**src/logic/ctpw_pkg.sv**
```systemverilog
// constants and types of the cascaded 16-bit timer block
// assumes: apb slave with byte offsets below, 32-bit data
`default_nettype none
package ctpw_pkg;
	localparam int CTPW_AW = 8;
	localparam int CTPW_CW = 16;
	localparam logic [7:0] CTPW_OFF_LCTL   = 8'h00;
	localparam logic [7:0] CTPW_OFF_UCTL   = 8'h04;
	localparam logic [7:0] CTPW_OFF_PER_LO = 8'h08;
	localparam logic [7:0] CTPW_OFF_PER_HI = 8'h0C;
	localparam logic [7:0] CTPW_OFF_WID_LO = 8'h10;
	localparam logic [7:0] CTPW_OFF_WID_HI = 8'h14;
	localparam logic [7:0] CTPW_OFF_STAT   = 8'h18;
	localparam logic [7:0] CTPW_RST_BYTE   = 8'h00;
	localparam int CTPW_INIT_BIT  = 7;
	localparam int CTPW_START_BIT = 3;
	localparam int CTPW_MODE_LSB  = 0;
	localparam int CTPW_CSEL_LSB  = 4;
	localparam int CTPW_STAT_FF   = 16;
	localparam int CTPW_STAT_RUN  = 17;
	localparam int CTPW_STAT_MODE = 20;
	localparam logic [2:0] CTPW_CSEL_EXT = 3'h7;
	localparam logic [7:0] CTPW_CODE_PPG  = 8'h57;
	localparam logic [7:0] CTPW_CODE_PPGS = 8'h5F;
	localparam logic [7:0] CTPW_CODE_WARM = 8'h05;
	typedef enum logic [2:0] {
		CTPW_MODE_TIMER  = 3'b100,
		CTPW_MODE_WARMUP = 3'b101,
		CTPW_MODE_PWM    = 3'b110,
		CTPW_MODE_PPG    = 3'b111
	} ctpw_mode_t;
endpackage
`default_nettype wire

```
**src/logic/ctpw_core_if.sv**
```systemverilog
// signals between register front end and counter core
// assumes: one clock domain, driven by ctpw_top
`timescale 1ns/100ps
`default_nettype none
interface ctpw_core_if;
	import ctpw_pkg::*;
	logic                tick;
	logic                run;
	logic                load;
	logic                ff_init;
	ctpw_mode_t          mode;
	logic [CTPW_CW-1:0]  period;
	logic [CTPW_CW-1:0]  width;
	logic [CTPW_CW-1:0]  count;
	logic                ff;
	logic                irq;
	modport ctrl (output tick, run, load, ff_init, mode, period, width, input count, ff, irq);
	modport core (input tick, run, load, ff_init, mode, period, width, output count, ff, irq);
endinterface
`default_nettype wire

```
**src/logic/ctpw_prescale.sv**
```systemverilog
// count tick source: power-of-two divider taps or external pin falls
// assumes: external pin is asynchronous to pclk
`timescale 1ns/100ps
`default_nettype none
module ctpw_prescale
	import ctpw_pkg::*;
(
	input  wire logic       pclk,
	input  wire logic       presetn,
	input  wire logic [2:0] clk_sel,
	input  wire logic       ext_pin,
	output logic            tick
);
	typedef struct packed {
		logic [5:0] div;
		logic       s1;
		logic       s2;
		logic       s3;
	} ctpw_pre_t;
	ctpw_pre_t q;
	ctpw_pre_t d;
	logic [5:0] mask;

	always_comb begin
		d = q;
		d.div = q.div + 6'h01;
		d.s1 = ext_pin;
		d.s2 = q.s1;
		d.s3 = q.s2;
		mask = 6'((7'h01 << clk_sel) - 7'h01);
		if (clk_sel == CTPW_CSEL_EXT) begin
			tick = q.s3 & ~q.s2; // falling edge of pin
		end else begin
			tick = (q.div & mask) == mask; // internal tap
		end
	end

	always_ff @(posedge pclk or negedge presetn) begin
		if (!presetn) begin
			q <= '0;
		end else begin
			q <= d;
		end
	end
endmodule
`default_nettype wire

```
**src/logic/ctpw_core.sv**
```systemverilog
// 16-bit up-counter with width and period match, output flop
// assumes: control fields and tick come from ctpw_top
`timescale 1ns/100ps
`default_nettype none
module ctpw_core
	import ctpw_pkg::*;
(
	input  wire logic  pclk,
	input  wire logic  presetn,
	ctpw_core_if.core  cif
);
	typedef struct packed {
		logic [CTPW_CW-1:0] count;
		logic               ff;
		logic               irq;
	} ctpw_cnt_t;
	ctpw_cnt_t q;
	ctpw_cnt_t d;
	logic [CTPW_CW-1:0] warm_cmp;

	always_comb begin
		d = q;
		d.irq = 1'b0;
		warm_cmp = {cif.period[CTPW_CW-1:8], 8'h00};
		if (cif.load) begin
			d.ff = cif.ff_init;
			d.count = '0;
		end else if (cif.run && cif.tick) begin
			d.count = q.count + 16'h0001;
			unique case (cif.mode)
				CTPW_MODE_PPG: begin
					if (q.count == cif.period) begin
						d.ff = ~q.ff;
						d.count = '0;
						d.irq = 1'b1;
					end else if (q.count == cif.width) begin
						d.ff = ~q.ff;
					end
				end
				CTPW_MODE_WARMUP: begin
					if (q.count == warm_cmp) begin
						d.count = '0;
						d.irq = 1'b1;
					end
				end
				default: begin
					if (q.count == cif.period) begin
						d.count = '0;
						d.irq = 1'b1;
					end
				end
			endcase
		end
	end

	always_ff @(posedge pclk or negedge presetn) begin
		if (!presetn) begin
			q <= '0;
		end else begin
			q <= d;
		end
	end

	assign cif.count = q.count;
	assign cif.ff = q.ff;
	assign cif.irq = q.irq;
endmodule
`default_nettype wire

```
**src/logic/ctpw_top.sv**
```systemverilog
// apb front end of the cascaded 16-bit timer, pulse and warm-up modes
// assumes: apb master on pclk; count pin is asynchronous
// How it works
// - two bytes cascade into one 16-bit counter
// - width match inverts flop, counting continues
// - period match inverts flop, clears, interrupts
// - flop loads initial bit, reset clears
// - pulse pin is inverse of flop
// - new match values apply at once
// - stop holds pin; change level afterwards
// - start bit three runs the counter
// - clearing bit seven stopped drives pin high
// - 57h selects pulse mode, 5Fh starts
// - warm-up mode times oscillator start-up
// - 05h selects warm-up mode, flop zero
// - warm-up compares only period high byte
// - warm-up match interrupts and clears counter
//
// Implementation choices: the address map and the APB register port.
`timescale 1ns/100ps
`default_nettype none
module ctpw_top
	import ctpw_pkg::*;
(
	input  wire logic                pclk,
	input  wire logic                presetn,
	input  wire logic                psel,
	input  wire logic                penable,
	input  wire logic                pwrite,
	input  wire logic [CTPW_AW-1:0]  paddr,
	input  wire logic [31:0]         pwdata,
	output logic [31:0]              prdata,
	output logic                     pready,
	output logic                     pslverr,
	input  wire logic                external_count_input_pin,
	output logic                     inverted_pulse_output_pin,
	output logic                     upper_timer_interrupt
);
	typedef struct packed {
		logic [7:0]  lower_timer_control;
		logic [7:0]  upper_timer_control;
		logic [7:0]  period_match_low_byte;
		logic [7:0]  period_match_high_byte;
		logic [7:0]  width_match_low_byte;
		logic [7:0]  width_match_high_byte;
		logic [31:0] rdata;
	} ctpw_regs_t;

	ctpw_regs_t  q;
	ctpw_regs_t  d;
	ctpw_core_if cif ();
	logic        setup;
	logic        access;
	logic        hit;
	logic        wr;
	logic        uctl_wr;
	logic        tick;
	logic [7:0]  wbyte;

	function automatic logic is_mapped(input logic [CTPW_AW-1:0] a);
		logic r;
		r = 1'b0;
		unique case (a)
			CTPW_OFF_LCTL, CTPW_OFF_UCTL, CTPW_OFF_PER_LO, CTPW_OFF_PER_HI,
			CTPW_OFF_WID_LO, CTPW_OFF_WID_HI, CTPW_OFF_STAT: r = 1'b1;
			default: r = 1'b0;
		endcase
		return r;
	endfunction

	function automatic logic [31:0] rd_word(input ctpw_regs_t r, input logic [CTPW_AW-1:0] a,
		input logic [CTPW_CW-1:0] cnt, input logic ff);
		logic [31:0] w;
		w = 32'h0000_0000;
		unique case (a)
			CTPW_OFF_LCTL:   w[7:0] = r.lower_timer_control;
			CTPW_OFF_UCTL:   w[7:0] = r.upper_timer_control;
			CTPW_OFF_PER_LO: w[7:0] = r.period_match_low_byte;
			CTPW_OFF_PER_HI: w[7:0] = r.period_match_high_byte;
			CTPW_OFF_WID_LO: w[7:0] = r.width_match_low_byte;
			CTPW_OFF_WID_HI: w[7:0] = r.width_match_high_byte;
			CTPW_OFF_STAT: begin
				w[CTPW_CW-1:0] = cnt;
				w[CTPW_STAT_FF] = ff;
				w[CTPW_STAT_RUN] = r.upper_timer_control[CTPW_START_BIT];
				w[CTPW_STAT_MODE +: 3] = r.upper_timer_control[CTPW_MODE_LSB +: 3];
			end
			default: w = 32'h0000_0000;
		endcase
		return w;
	endfunction

	assign setup = psel & ~penable;
	assign access = psel & penable;
	assign hit = is_mapped(paddr);
	assign wr = access & pwrite & hit;
	assign wbyte = pwdata[7:0];
	assign uctl_wr = wr && (paddr == CTPW_OFF_UCTL);

	// read data is captured in the setup cycle, so no wait state
	always_comb begin
		d = q;
		if (setup) begin
			d.rdata = rd_word(q, paddr, cif.count, cif.ff);
		end
		if (wr) begin
			unique case (paddr)
				CTPW_OFF_LCTL:   d.lower_timer_control = wbyte;
				CTPW_OFF_UCTL:   d.upper_timer_control = wbyte;
				CTPW_OFF_PER_LO: d.period_match_low_byte = wbyte;
				CTPW_OFF_PER_HI: d.period_match_high_byte = wbyte;
				CTPW_OFF_WID_LO: d.width_match_low_byte = wbyte;
				CTPW_OFF_WID_HI: d.width_match_high_byte = wbyte;
				default: ;
			endcase
		end
	end

	always_ff @(posedge pclk or negedge presetn) begin
		if (!presetn) begin
			q <= '{lower_timer_control:    CTPW_RST_BYTE,
			       upper_timer_control:    CTPW_RST_BYTE,
			       period_match_low_byte:  CTPW_RST_BYTE,
			       period_match_high_byte: CTPW_RST_BYTE,
			       width_match_low_byte:   CTPW_RST_BYTE,
			       width_match_high_byte:  CTPW_RST_BYTE,
			       rdata:                  32'h0000_0000};
		end else begin
			q <= d;
		end
	end

	assign pready = 1'b1;
	assign pslverr = access & ~hit;
	assign prdata = q.rdata;

	ctpw_prescale u_pre (
		.pclk    (pclk),
		.presetn (presetn),
		.clk_sel (q.lower_timer_control[CTPW_CSEL_LSB +: 3]),
		.ext_pin (external_count_input_pin),
		.tick    (tick)
	);

	// the stopping write leaves the flop alone; the next upper control write loads it
	assign cif.load = uctl_wr && !q.upper_timer_control[CTPW_START_BIT];
	assign cif.ff_init = wbyte[CTPW_INIT_BIT];
	assign cif.tick = tick;
	assign cif.run = q.upper_timer_control[CTPW_START_BIT];
	assign cif.mode = ctpw_mode_t'(q.upper_timer_control[CTPW_MODE_LSB +: 3]);
	assign cif.period = {q.period_match_high_byte, q.period_match_low_byte};
	assign cif.width = {q.width_match_high_byte, q.width_match_low_byte};

	ctpw_core u_core (
		.pclk    (pclk),
		.presetn (presetn),
		.cif     (cif.core)
	);

	assign inverted_pulse_output_pin = ~cif.ff;
	assign upper_timer_interrupt = cif.irq;

	logic [CTPW_CW-1:0] warm_cmp_a;
	assign warm_cmp_a = {cif.period[CTPW_CW-1:8], 8'h00};
endmodule
`default_nettype wire

```
**config.mk**
```make
export PLATFORM = sky130hd
export DESIGN_NAME = ctpw_top
export DESIGN_NICKNAME = d
export VERILOG_FILES = /design/src/logic/ctpw_pkg.sv /design/src/logic/ctpw_core_if.sv /design/src/logic/ctpw_prescale.sv /design/src/logic/ctpw_core.sv /design/src/logic/ctpw_top.sv
export SDC_FILE = /design/constraint.sdc
export NUM_CORES = 1
export LEC_CHECK = 0
export ABC_AREA = 0
export BUFFER_PORTS_ARGS = -buffer_cell sky130_fd_sc_hd__buf_2
export CORE_UTILIZATION = 40
export CTS_CLUSTER_SIZE = 40
export DETAILED_ROUTE_END_ITERATION = 8
export REMOVE_ABC_BUFFERS = 1
export SKIP_CTS_REPAIR_TIMING = 1
export SLEW_MARGIN = 20
export SYNTH_ARGS = -nofsm -noshare
export SYNTH_HDL_FRONTEND = slang
export SYNTH_HIERARCHICAL = 1
export SYNTH_SLANG_ARGS = --single-unit
```
**constraint.sdc**
```tcl
create_clock -name pclk -period 5 [get_ports pclk]
set_clock_uncertainty 0.2 [all_clocks]
set_input_delay 0.75 -clock pclk [delete_from_list [all_inputs] [get_ports pclk]]
set_output_delay 0.75 -clock pclk [all_outputs]
set_load 0.02 [all_outputs]
```
# After elaboration in Yosys (flattened, before gate mapping)
# Index checks and enable logic that the tools add are counted.
# W data, S select, Z words.
# op_classes
reduce_logical,16
shifts,1
add_sub_neg,3
n_mux,17
bitwise_logic,11
eq_ne,13
# op_table
op,n
$pmux W8 S7,1
$eq A16 B16 Y1,3
$mux W16,3
$eq A8 B5 Y1 const B,3
$mux W18,1
$mux W17,1
$add A16 B1 Y16 const B,1
$eq A8 B4 Y1 const B,2
$reduce_and A2 Y1,6
$mux W10,1
$eq A3 B3 Y1 const B,3
$mux W1,9
$eq A8 B3 Y1 const B,1
$logic_not A8 Y1,1
$reduce_or A7 Y1,1
$add A6 B1 Y6 const B,1
$and A1 B1 Y1,6
$and A6 B6 Y6,1
$eq A6 B6 Y1,1
$shl A1 B3 Y6 const A,1
$sub A6 B1 Y6 const B,1
$not A1 Y1,4
$reduce_bool A2 Y1,2
$logic_and A1 B1 Y1,3
other kinds (4),4
# word_totals
out_inout_bits,36
input_bits,46
register_bits,96
wordCells,75

# Depth between registers and ports, before layout
# Gate-level depths: netlist (run 1).
# depth
word_depth,8
mapped_depth,10

# Cells and area by module
# The synthesis (run 1) kept the hierarchy.
# modules_own_cells
module,seq_area_each_um2,n_inst,area_per_inst_um2,cells_per_inst
ctpw_top,1726.7,1,3437.0,270
ctpw_core,450.4,1,1566.5,179
ctpw_prescale,225.2,1,367.9,29

# Least setup slack after synthesis (run 1)
# OpenSTA, ideal clock, no wires.
# synth_path
path_type,input port to flip-flop
start,in paddr[2]
end,reg u_core.q (netlist bit u_core/cif.count[12])
setup_slack_ns,1.815
stages,9
arrival_time_ns,2.859
path_cell_list,buf_2 > buf_2 > and3_1 > nor4bb_1 > nor2_1 > o31ai_4 > buf_6 > nor2_1 > a221o_1
# synth_via
elab_chain_len,7
# synth_rtl
item,line_no,text
"start, declared",ctpw_top.sv:30,"input wire logic [CTPW_AW-1:0] paddr,"
$eq A8 B3 Y1 (tied with other cells),"ctpw_top.sv:63, ctpw_top.sv:98",
$reduce_or A7 Y1,ctpw_top.sv:63,unique case (a)
$mux W1,ctpw_top.sv:63,
$and A1 B1 Y1,ctpw_top.sv:96,assign wr = access & pwrite & hit;
$logic_and A1 B1 Y1 (*),ctpw_top.sv:98,assign uctl_wr = wr && (paddr == CTPW_OFF_UCTL);
$logic_and A1 B1 Y1 (*),ctpw_top.sv:146,assign cif.load = uctl_wr && !q.upper_timer_control[CTPW_START_BIT];
via cif.load,ctpw_core_if.sv:9,logic load;
$mux W17 / $reduce_bool A2 Y1 (equally long branches),--,
"end signal, assigned",ctpw_core.sv:58,q <= '0;
"end signal, assigned",ctpw_core.sv:60,q <= d;
"end, declared",ctpw_core.sv:17,ctpw_cnt_t q;
# The timed path passes the listed nets; every way through them passes the cells marked *.
# A chain may end at the register's enable or synchronous reset.

# Worst setup path after layout (run 1)
# layout_path
start,reg u_core.q (netlist bit u_core/cif.count[0])
end,reg u_core.q (netlist bit u_core/cif.count[15])
# layout_via
elab_chain_len,5
# layout_rtl
item,line_no,text
$add A16 B1 Y16 (tied with other cells),ctpw_core.sv:29,d.count = q.count + 16'h0001;
"$mux W16, on equally long branches","ctpw_core.sv:32, ctpw_core.sv:47, ctpw_core.sv:41",
$mux W16 (*),--,
$mux W18 (*),ctpw_core.sv:28,end else if (cif.run && cif.tick) begin
$mux W17 (*),ctpw_core.sv:25,if (cif.load) begin
# Mark *: on every way between the ends. The rest lies on a longest branch, timed or not. The select of a mux whose other input is x is not followed.

==> impl_metrics.json, run 1 <==
{
  "drive_above_1_share_pct": 28.4,
  "ios": 82,
  "grt_pass1_wl_mm": 19.8,
  "reg2reg_to": "u_core/cif.count[15]",
  "max_stage_delay_ns": 0.73,
  "num_vias": 3612,
  "grt_max_degree": 63,
  "yosysWarnings": 6,
  "setup_viol": 0,
  "critPathCaptureType": "flop",
  "drt_iter0_drc": 239,
  "ys_types": 61,
  "cp_top_family": "simple AND/OR/NAND/NOR gates",
  "clk_path_buf_depth": 2,
  "synth_top_area_share_pct": 44.7,
  "cp.arrival_ns": 3.05,
  "leakage_nw": 2.86,
  "fp-row-count": 41,
  "synth_ff_type": "dfrtp_1",
  "cts.htree.levels": 3,
  "cts-root-buf": "clkbuf_16",
  "drtAntennaViolNets": 0,
  "drc_errors": 0,
  "fin_crit_ns": 2.97,
  "use_met1_pct": 25.6,
  "powerDensity_mw_per_mm2": 281,
  "die-area_sq_mm": 0.0139,
  "ir_worst_vdd_mv": 0.164,
  "diodes": 0,
  "fin_nets": 533,
  "status": "finished clean",
  "rr_worst_depth": 8,
  "async_reset_ff_share_pct": 100,
  "rrSetupSlack_ns": 2.03,
  "cp_num_cells": 8,
  "start_util_pct": 41.7,
  "use_met2_pct": 27.6,
  "max_slew_margin_pct": 41.8,
  "max_cap_violations": 0,
  "wl_per_cell_um": 18.4,
  "total_power_mw": 1.62,
  "report.final.slew_viol_count": 0,
  "hp-start": "u_pre/d[1]",
  "cp.required_ns": 5.08,
  "grt_setup_unrepaired": "false",
  "wl_mm": 12.2,
  "cts_sinks": 96,
  "synth.most_common_cell": "dfrtp_1",
  "hold_viol": 0,
  "viasPerCell": 5.46,
  "criticalPathCategory": "flop to flop",
  "cts_buffers": 9,
  "synth_edf_count": 0,
  "synth-seq-cells": 96,
  "drt_pass1_iterations": 5,
  "place_hpwl_mm": 8.75,
  "cts_tree": "done",
  "syn2layout_area_growth_pct": 6.92,
  "synth_area_leaders": "dfrtp_1 45%, mux2_2 10%, xor2_1 5.7%",
  "syn_inst": 478,
  "fmax_mhz": 336,
  "period_share_pct": 59.5,
  "tns_ns": 0,
  "grt_overflow": 0,
  "worst_pin_slew_ns": 0.867,
  "globalRouteMet3Util_pct": 2.66,
  "antenna_found_initial": 0,
  "top_usage_layer": "met2",
  "cp-start-kind": "flop",
  "cp_cell_sequence": "inv_1 -> ha_1 -> nor4b_1 -> nand4_1 -> nor3b_1 -> nor3_1 -> nor3_1 -> a221o_1",
  "io_buffers": 45,
  "ys_seq_area_share_pct": 44.7,
  "yosys.area.top_type": "dfrtp_1",
  "min_path_type": "flop to flop",
  "crit_buf_inv": 1,
  "insertion_delay_ns": 0.35,
  "syn_area_sq_mm": 0.00537,
  "avgSynthCellArea_sq_um": 11.2,
  "holdPathEnd": "u_pre/d[0]",
  "cp_common_cell": "nor3_1",
  "worstPathMaxFanout": 9,
  "slowest_stage": "nor3_1",
  "die_height_um": 118,
  "netlist_top_cells_count": "96 x dfrtp_1, 50 x mux2_2, 35 x buf_4, 35 x xor2_1, 32 x nand2_1",
  "coreArea_sq_mm": 0.0129,
  "die_w_um": 118,
  "place_congestion": 0.844,
  "r2r_start": "u_core/cif.count[0]",
  "clk_pin_slew_worst_paths_ns": 0.07,
  "track_usage_pct": 18.6,
  "hold_depth": 0,
  "first_global_vias": 3622
}
==> per-layer routing <==
metal	share of wire, %	vias up
met2	44	116
met4	3.6	0
met5	0	-
li1	-	1687
met1	48	1787
met3	4.9	22
==> report_power, final <==
| part | switching, mW | internal [mW] | total [mW] |
|---|---|---|---|
| combinational | 0.0731 | 0.0362 | 0.109 |
| sequential | 0.0147 | 0.787 | 0.801 |
| clock | 0.311 | 0.394 | 0.705 |
| total | 0.399 | 1.22 | 1.62 |
==> flip-flops by register name, summed over array words and instances, names as in the netlist <==
signal            cells
cif.mode              3
cif.period           16
cif.run               1
cif.width            16
prdata               21
q                    12
u_core/cif.count     16
u_core/cif.ff         1
u_core/cif.irq        1
u_pre/d               2
u_pre/q               7
==> through the flow <==
step,util (%),setup WS [ns],hold WS [ns],cell area (sq um),instances
after floorplan,-,1.96,0.131,4980,426
after global placement,42.2,1.85,0.159,5440,645
after detailed placement,42.2,1.80,0.163,5440,645
after CTS,44.6,2.06,0.175,5740,661
after global routing,44.6,1.91,0.184,5740,661
final,44.6,2.03,0.174,5740,661
==> kinds of logic after synthesis <==
logic type	count (synthesis)	share of synthesized area, %
AO/OA/AOI/OAI	73	10.1
adder cells (fa/ha/maj)	3	0.699
XOR/XNOR	37	6.03
other	2	0.140
buffers and inverters	70	8.60
flip-flops	96	44.7
multiplexers	68	15.2
AND/OR/NAND/NOR	129	14.5
==> layout by cell type, fill, tap and decap left out, drive strengths merged, types with 4 or more instances in the layout <==
| master | n |
|---|---|
| a221o | 5 |
| nand4 | 9 |
| or3 | 5 |
| o2bb2ai | 6 |
| nor2 | 19 |
| clkbuf | 9 |
| conb | 12 |
| a21oi | 13 |
| nor3 | 11 |
| nand2b | 5 |
| o311ai | 4 |
| mux2 | 50 |
| inv | 11 |
| nor4 | 11 |
| o21ai | 16 |
| nor2b | 6 |
| buf | 47 |
| nand2 | 33 |
| dfrtp | 96 |
| a21o | 4 |
| nand3 | 13 |
| mux2i | 12 |
| xor2 | 35 |
| mux4 | 6 |
| a22o | 16 |
==> worst max path at each step <==
stage | start | to | slack [ns]
2_1_floorplan | paddr[5] | u_core/cif.count[7] | 1.96
3_3_place_gp | paddr[5] | u_core/cif.count[15] | 1.85
3_5_place_dp | paddr[4] | u_core/cif.count[2] | 1.80
4_1_cts | u_core/cif.count[0] | u_core/cif.count[15] | 2.06
5_1_grt | u_core/cif.count[0] | u_core/cif.count[15] | 1.91
6_report | u_core/cif.count[0] | u_core/cif.count[15] | 2.03
==> final cells by class <==
class	count	area [sq um]
clock inverter	7	78.8
tap	172	215
fill	1225	7130
clock buffer	9	225
timing repair buffer	47	243
inverter	8	30.0
multi-input combinational	322	2550
sequential	96	2400
Power figures use the tool's default switching activity.
==> run 2: changes to the inputs <==
- ABC_AREA: 0 -> 1
- clock period: 5 -> 2.42 ns (I/O delays scaled with it)
==> run 2 against run 1 <==
Non-clock buffer count rose by 37. Core utilization increased by 1.8 points. Power rose by 96%. Die area grew 8.5%. Clock power grew 91%. Combinational power grew 79%. Sequential share of layout area shrank 4.9 points. Critical path depth grew 1.
==> impl_metrics.json, run 2 <==
{
  "async_reset_ff_share_pct": 100,
  "place_congestion": 0.845,
  "fin_crit_ns": 2.21,
  "critPathCaptureType": "primary output",
  "io_buffers": 45,
  "power_switching_share_pct": 25.4,
  "cp_common_cell": "nor2_1",
  "grt_setup_unrepaired": "false",
  "use_met1_pct": 31.1,
  "syn2layout_area_growth_pct": 11.6,
  "multiInputGateArea_sq_mm": 0.00284,
  "pwr-share-comb_pct": 6.2,
  "drt_pass1_iterations": 5,
  "die-area_sq_mm": 0.0151,
  "max_slew_margin_pct": 51.9,
  "r2r_start": "q[77]",
  "seq_area_sq_mm": 0.00240,
  "min_path_type": "input pin to flop",
  "diodes": 0,
  "ir_worst_vdd_mv": 0.387,
  "cp-start-kind": "input pin",
  "insertion_delay_ns": 0.35,
  "die_w_um": 123,
  "globalRouteMet3Util_pct": 2.83,
  "cp_cell_sequence": "buf_2 -> nor2_1 -> nand2_1 -> nor2_1 -> nor2_1 -> nand3_4 -> buf_4 -> nor2_1 -> buf_2",
  "synth-seq-cells": 96,
  "fin_nets": 872,
  "leakage_nw": 3.42,
  "p_int_mw": 2.36,
  "share_seq_of_total_power_pct": 51.2,
  "worst_pin_slew_ns": 0.721,
  "grt_overflow": 0,
  "drtAntennaViolNets": 0,
  "avgSynthCellArea_sq_um": 7.48,
  "report.final.slew_viol_count": 0,
  "drt_iter0_drc": 392,
  "dp_slack_ns": 0.0478,
  "final_core_util_pct": 46.4,
  "rr_worst_depth": 9,
  "max_stage_delay_ns": 0.38,
  "cp-startpoint": "paddr[7]",
  "synth_top_area_share_pct": 41.2,
  "wl_per_cell_um": 14.9,
  "fmax_mhz": 453,
  "largest_reg_flops": 21,
  "hp-start": "pwdata[0]",
  "top_usage_layer": "met2",
  "ios": 82,
  "reg2reg_to": "u_core/cif.count[6]",
  "powerDensity_mw_per_mm2": 486,
  "crit_path_end": "pslverr",
  "drc_errors": 0,
  "synth.most_common_cell": "nand2_1",
  "netlist_top_cells_count": "292 x nand2_1, 96 x dfrtp_1, 66 x nor2_1, 53 x inv_1, 51 x nand4_1",
  "n_fill_cell": 1446,
  "cp_num_cells": 9,
  "period_share_pct": 91.3,
  "synth_edf_count": 0,
  "first_global_vias": 4716,
  "worstPathMaxFanout": 37,
  "place_hpwl_mm": 11.0,
  "max_cap_violations": 0,
  "track_usage_pct": 21.7,
  "grt_max_degree": 54,
  "setup_viol": 0,
  "grt_pass1_wl_mm": 24.8,
  "cp.required_ns": 1.86,
  "switching_power_mw": 0.803,
  "ys_seq_area_share_pct": 41.2,
  "final_common_cell": "nand2_1",
  "fp-row-count": 43,
  "tns_ns": 0,
  "use_met2_pct": 33.1,
  "start_util_pct": 41.5,
  "p_clk_share_pct": 42.6,
  "yosysWarnings": 6,
  "synth_area_leaders": "dfrtp_1 41%, nand2_1 19%, nand4_1 5.5%",
  "fin_ws_ns": 0.210,
  "criticalPathCategory": "input pin to primary output",
  "ys_types": 38,
  "status": "finished clean",
  "drive_above_1_share_pct": 16.8,
  "cts-root-buf": "clkbuf_16",
  "coreArea_sq_mm": 0.0140,
  "die_height_um": 123,
  "rrSetupSlack_ns": 0.21,
  "cts_tree": "done",
  "clk_path_buf_depth": 2,
  "cts.htree.levels": 3,
  "cp.arrival_ns": 1.65,
  "hold_viol": 0,
  "clk_pin_slew_worst_paths_ns": 0.07,
  "slowest_stage": "buf_4",
  "num_vias": 5044,
  "wl_mm": 15.0,
  "yosys.area.top_type": "dfrtp_1",
  "syn_inst": 780,
  "cp_top_family": "buffers and inverters",
  "synth_ff_type": "dfrtp_1",
  "syn_area_sq_mm": 0.00583,
  "total_power_mw": 3.17,
  "cts_buffers": 9,
  "crit_buf_inv": 3,
  "viasPerCell": 5.00,
  "antenna_found_initial": 0,
  "most-common-layout-cells": "292 x nand2_1, 96 x dfrtp_1, 66 x nor2_1",
  "cts_sinks": 96
}
[run 2: cell count changes after synthesis, moves of 7 or more]
| cell | previous run | this run |
|---|---|---|
| nand2_1 | 32 | 292 |
| mux2_2 | 50 | 0 |
| nor2_1 | 18 | 66 |
| inv_1 | 8 | 53 |
| nand4_1 | 8 | 51 |
| nand3_1 | 11 | 30 |
| a22o_1 | 15 | 0 |
| mux2i_1 | 12 | 0 |
| xnor2_1 | 2 | 12 |
| a21oi_1 | 13 | 4 |
| o22ai_2 | 0 | 8 |
| nor2_2 | 0 | 7 |
| xor2_1 | 35 | 28 |
[run 2: final cells by class]
class                   instances  area share, %
inverters                      59           3.40
clock buffers                  10           3.52
well taps                     180           3.46
clock inverters                 6          0.692
flip-flops and latches         96           36.9
multi-input cells             573           43.6
repair buffers                 84           8.45
[run 2: worst min path at each step]
| stage | endpoint | slack, ns | cells after the start |
|---|---|---|---|
| 2_1_floorplan | cif.mode[0] | -0.13 | 0 |
| 3_3_place_gp | q[72] | 0.12 | 1 |
| 3_5_place_dp | q[72] | 0.12 | 1 |
| 4_1_cts | q[74] | -0.26 | 1 |
| 5_1_grt | cif.period[0] | 0.14 | 3 |
| 6_report | cif.period[0] | 0.14 | 3 |
[run 2: per-layer routing]
layer,up-vias,share of wire (%),routed length [um]
met5,-,0,0
met4,0,2.0,300
met3,20,4.6,695
met2,145,44,6580
met1,2347,49,7430
li1,2532,-,-
[run 2: power groups by stage]
stage | Clock [mW] | Sequential, mW | Combinational (mW)
detailed placement | 0 | 1.65 | 0.193
global route | 1.43 | 1.62 | 0.219
finish | 1.35 | 1.62 | 0.195
CTS | 1.37 | 1.62 | 0.194
global placement | 0 | 1.65 | 0.193
floorplan | 0 | 1.65 | 0.0837
[run 2: per-stage QoR]
step | hold slack (ns) | std cells | instance area [sq um]
floorplan | -0.133 | 728 | 5460
global placement | 0.123 | 990 | 6220
detailed placement | 0.124 | 990 | 6220
CTS | -0.256 | 1006 | 6490
global route | 0.137 | 1008 | 6510
finish | 0.136 | 1008 | 6510
[run 2: worst register-to-register path, delay by kind of cell, from the launching register on]
kind                   cells  cell delay (ns)
AOI/OAI and AO/OA          2             0.28
buffers and inverters      1             0.21
DFF                        1             0.45
and+or+nand+nor            6             1.00
[run 2: cells by family (layout without fill, tap and decap cells)]
| family | after synthesis | count (layout) | synth area share, % |
|---|---|---|---|
| compound gates | 41 | 41 | 4.87 |
| simple gates | 477 | 477 | 36.4 |
| flops | 96 | 96 | 41.2 |
| xor+xnor | 40 | 40 | 6.00 |
| buf+inv | 121 | 159 | 10.8 |
| fa+ha+maj | 3 | 3 | 0.643 |
| other cells | 2 | 12 | 0.129 |
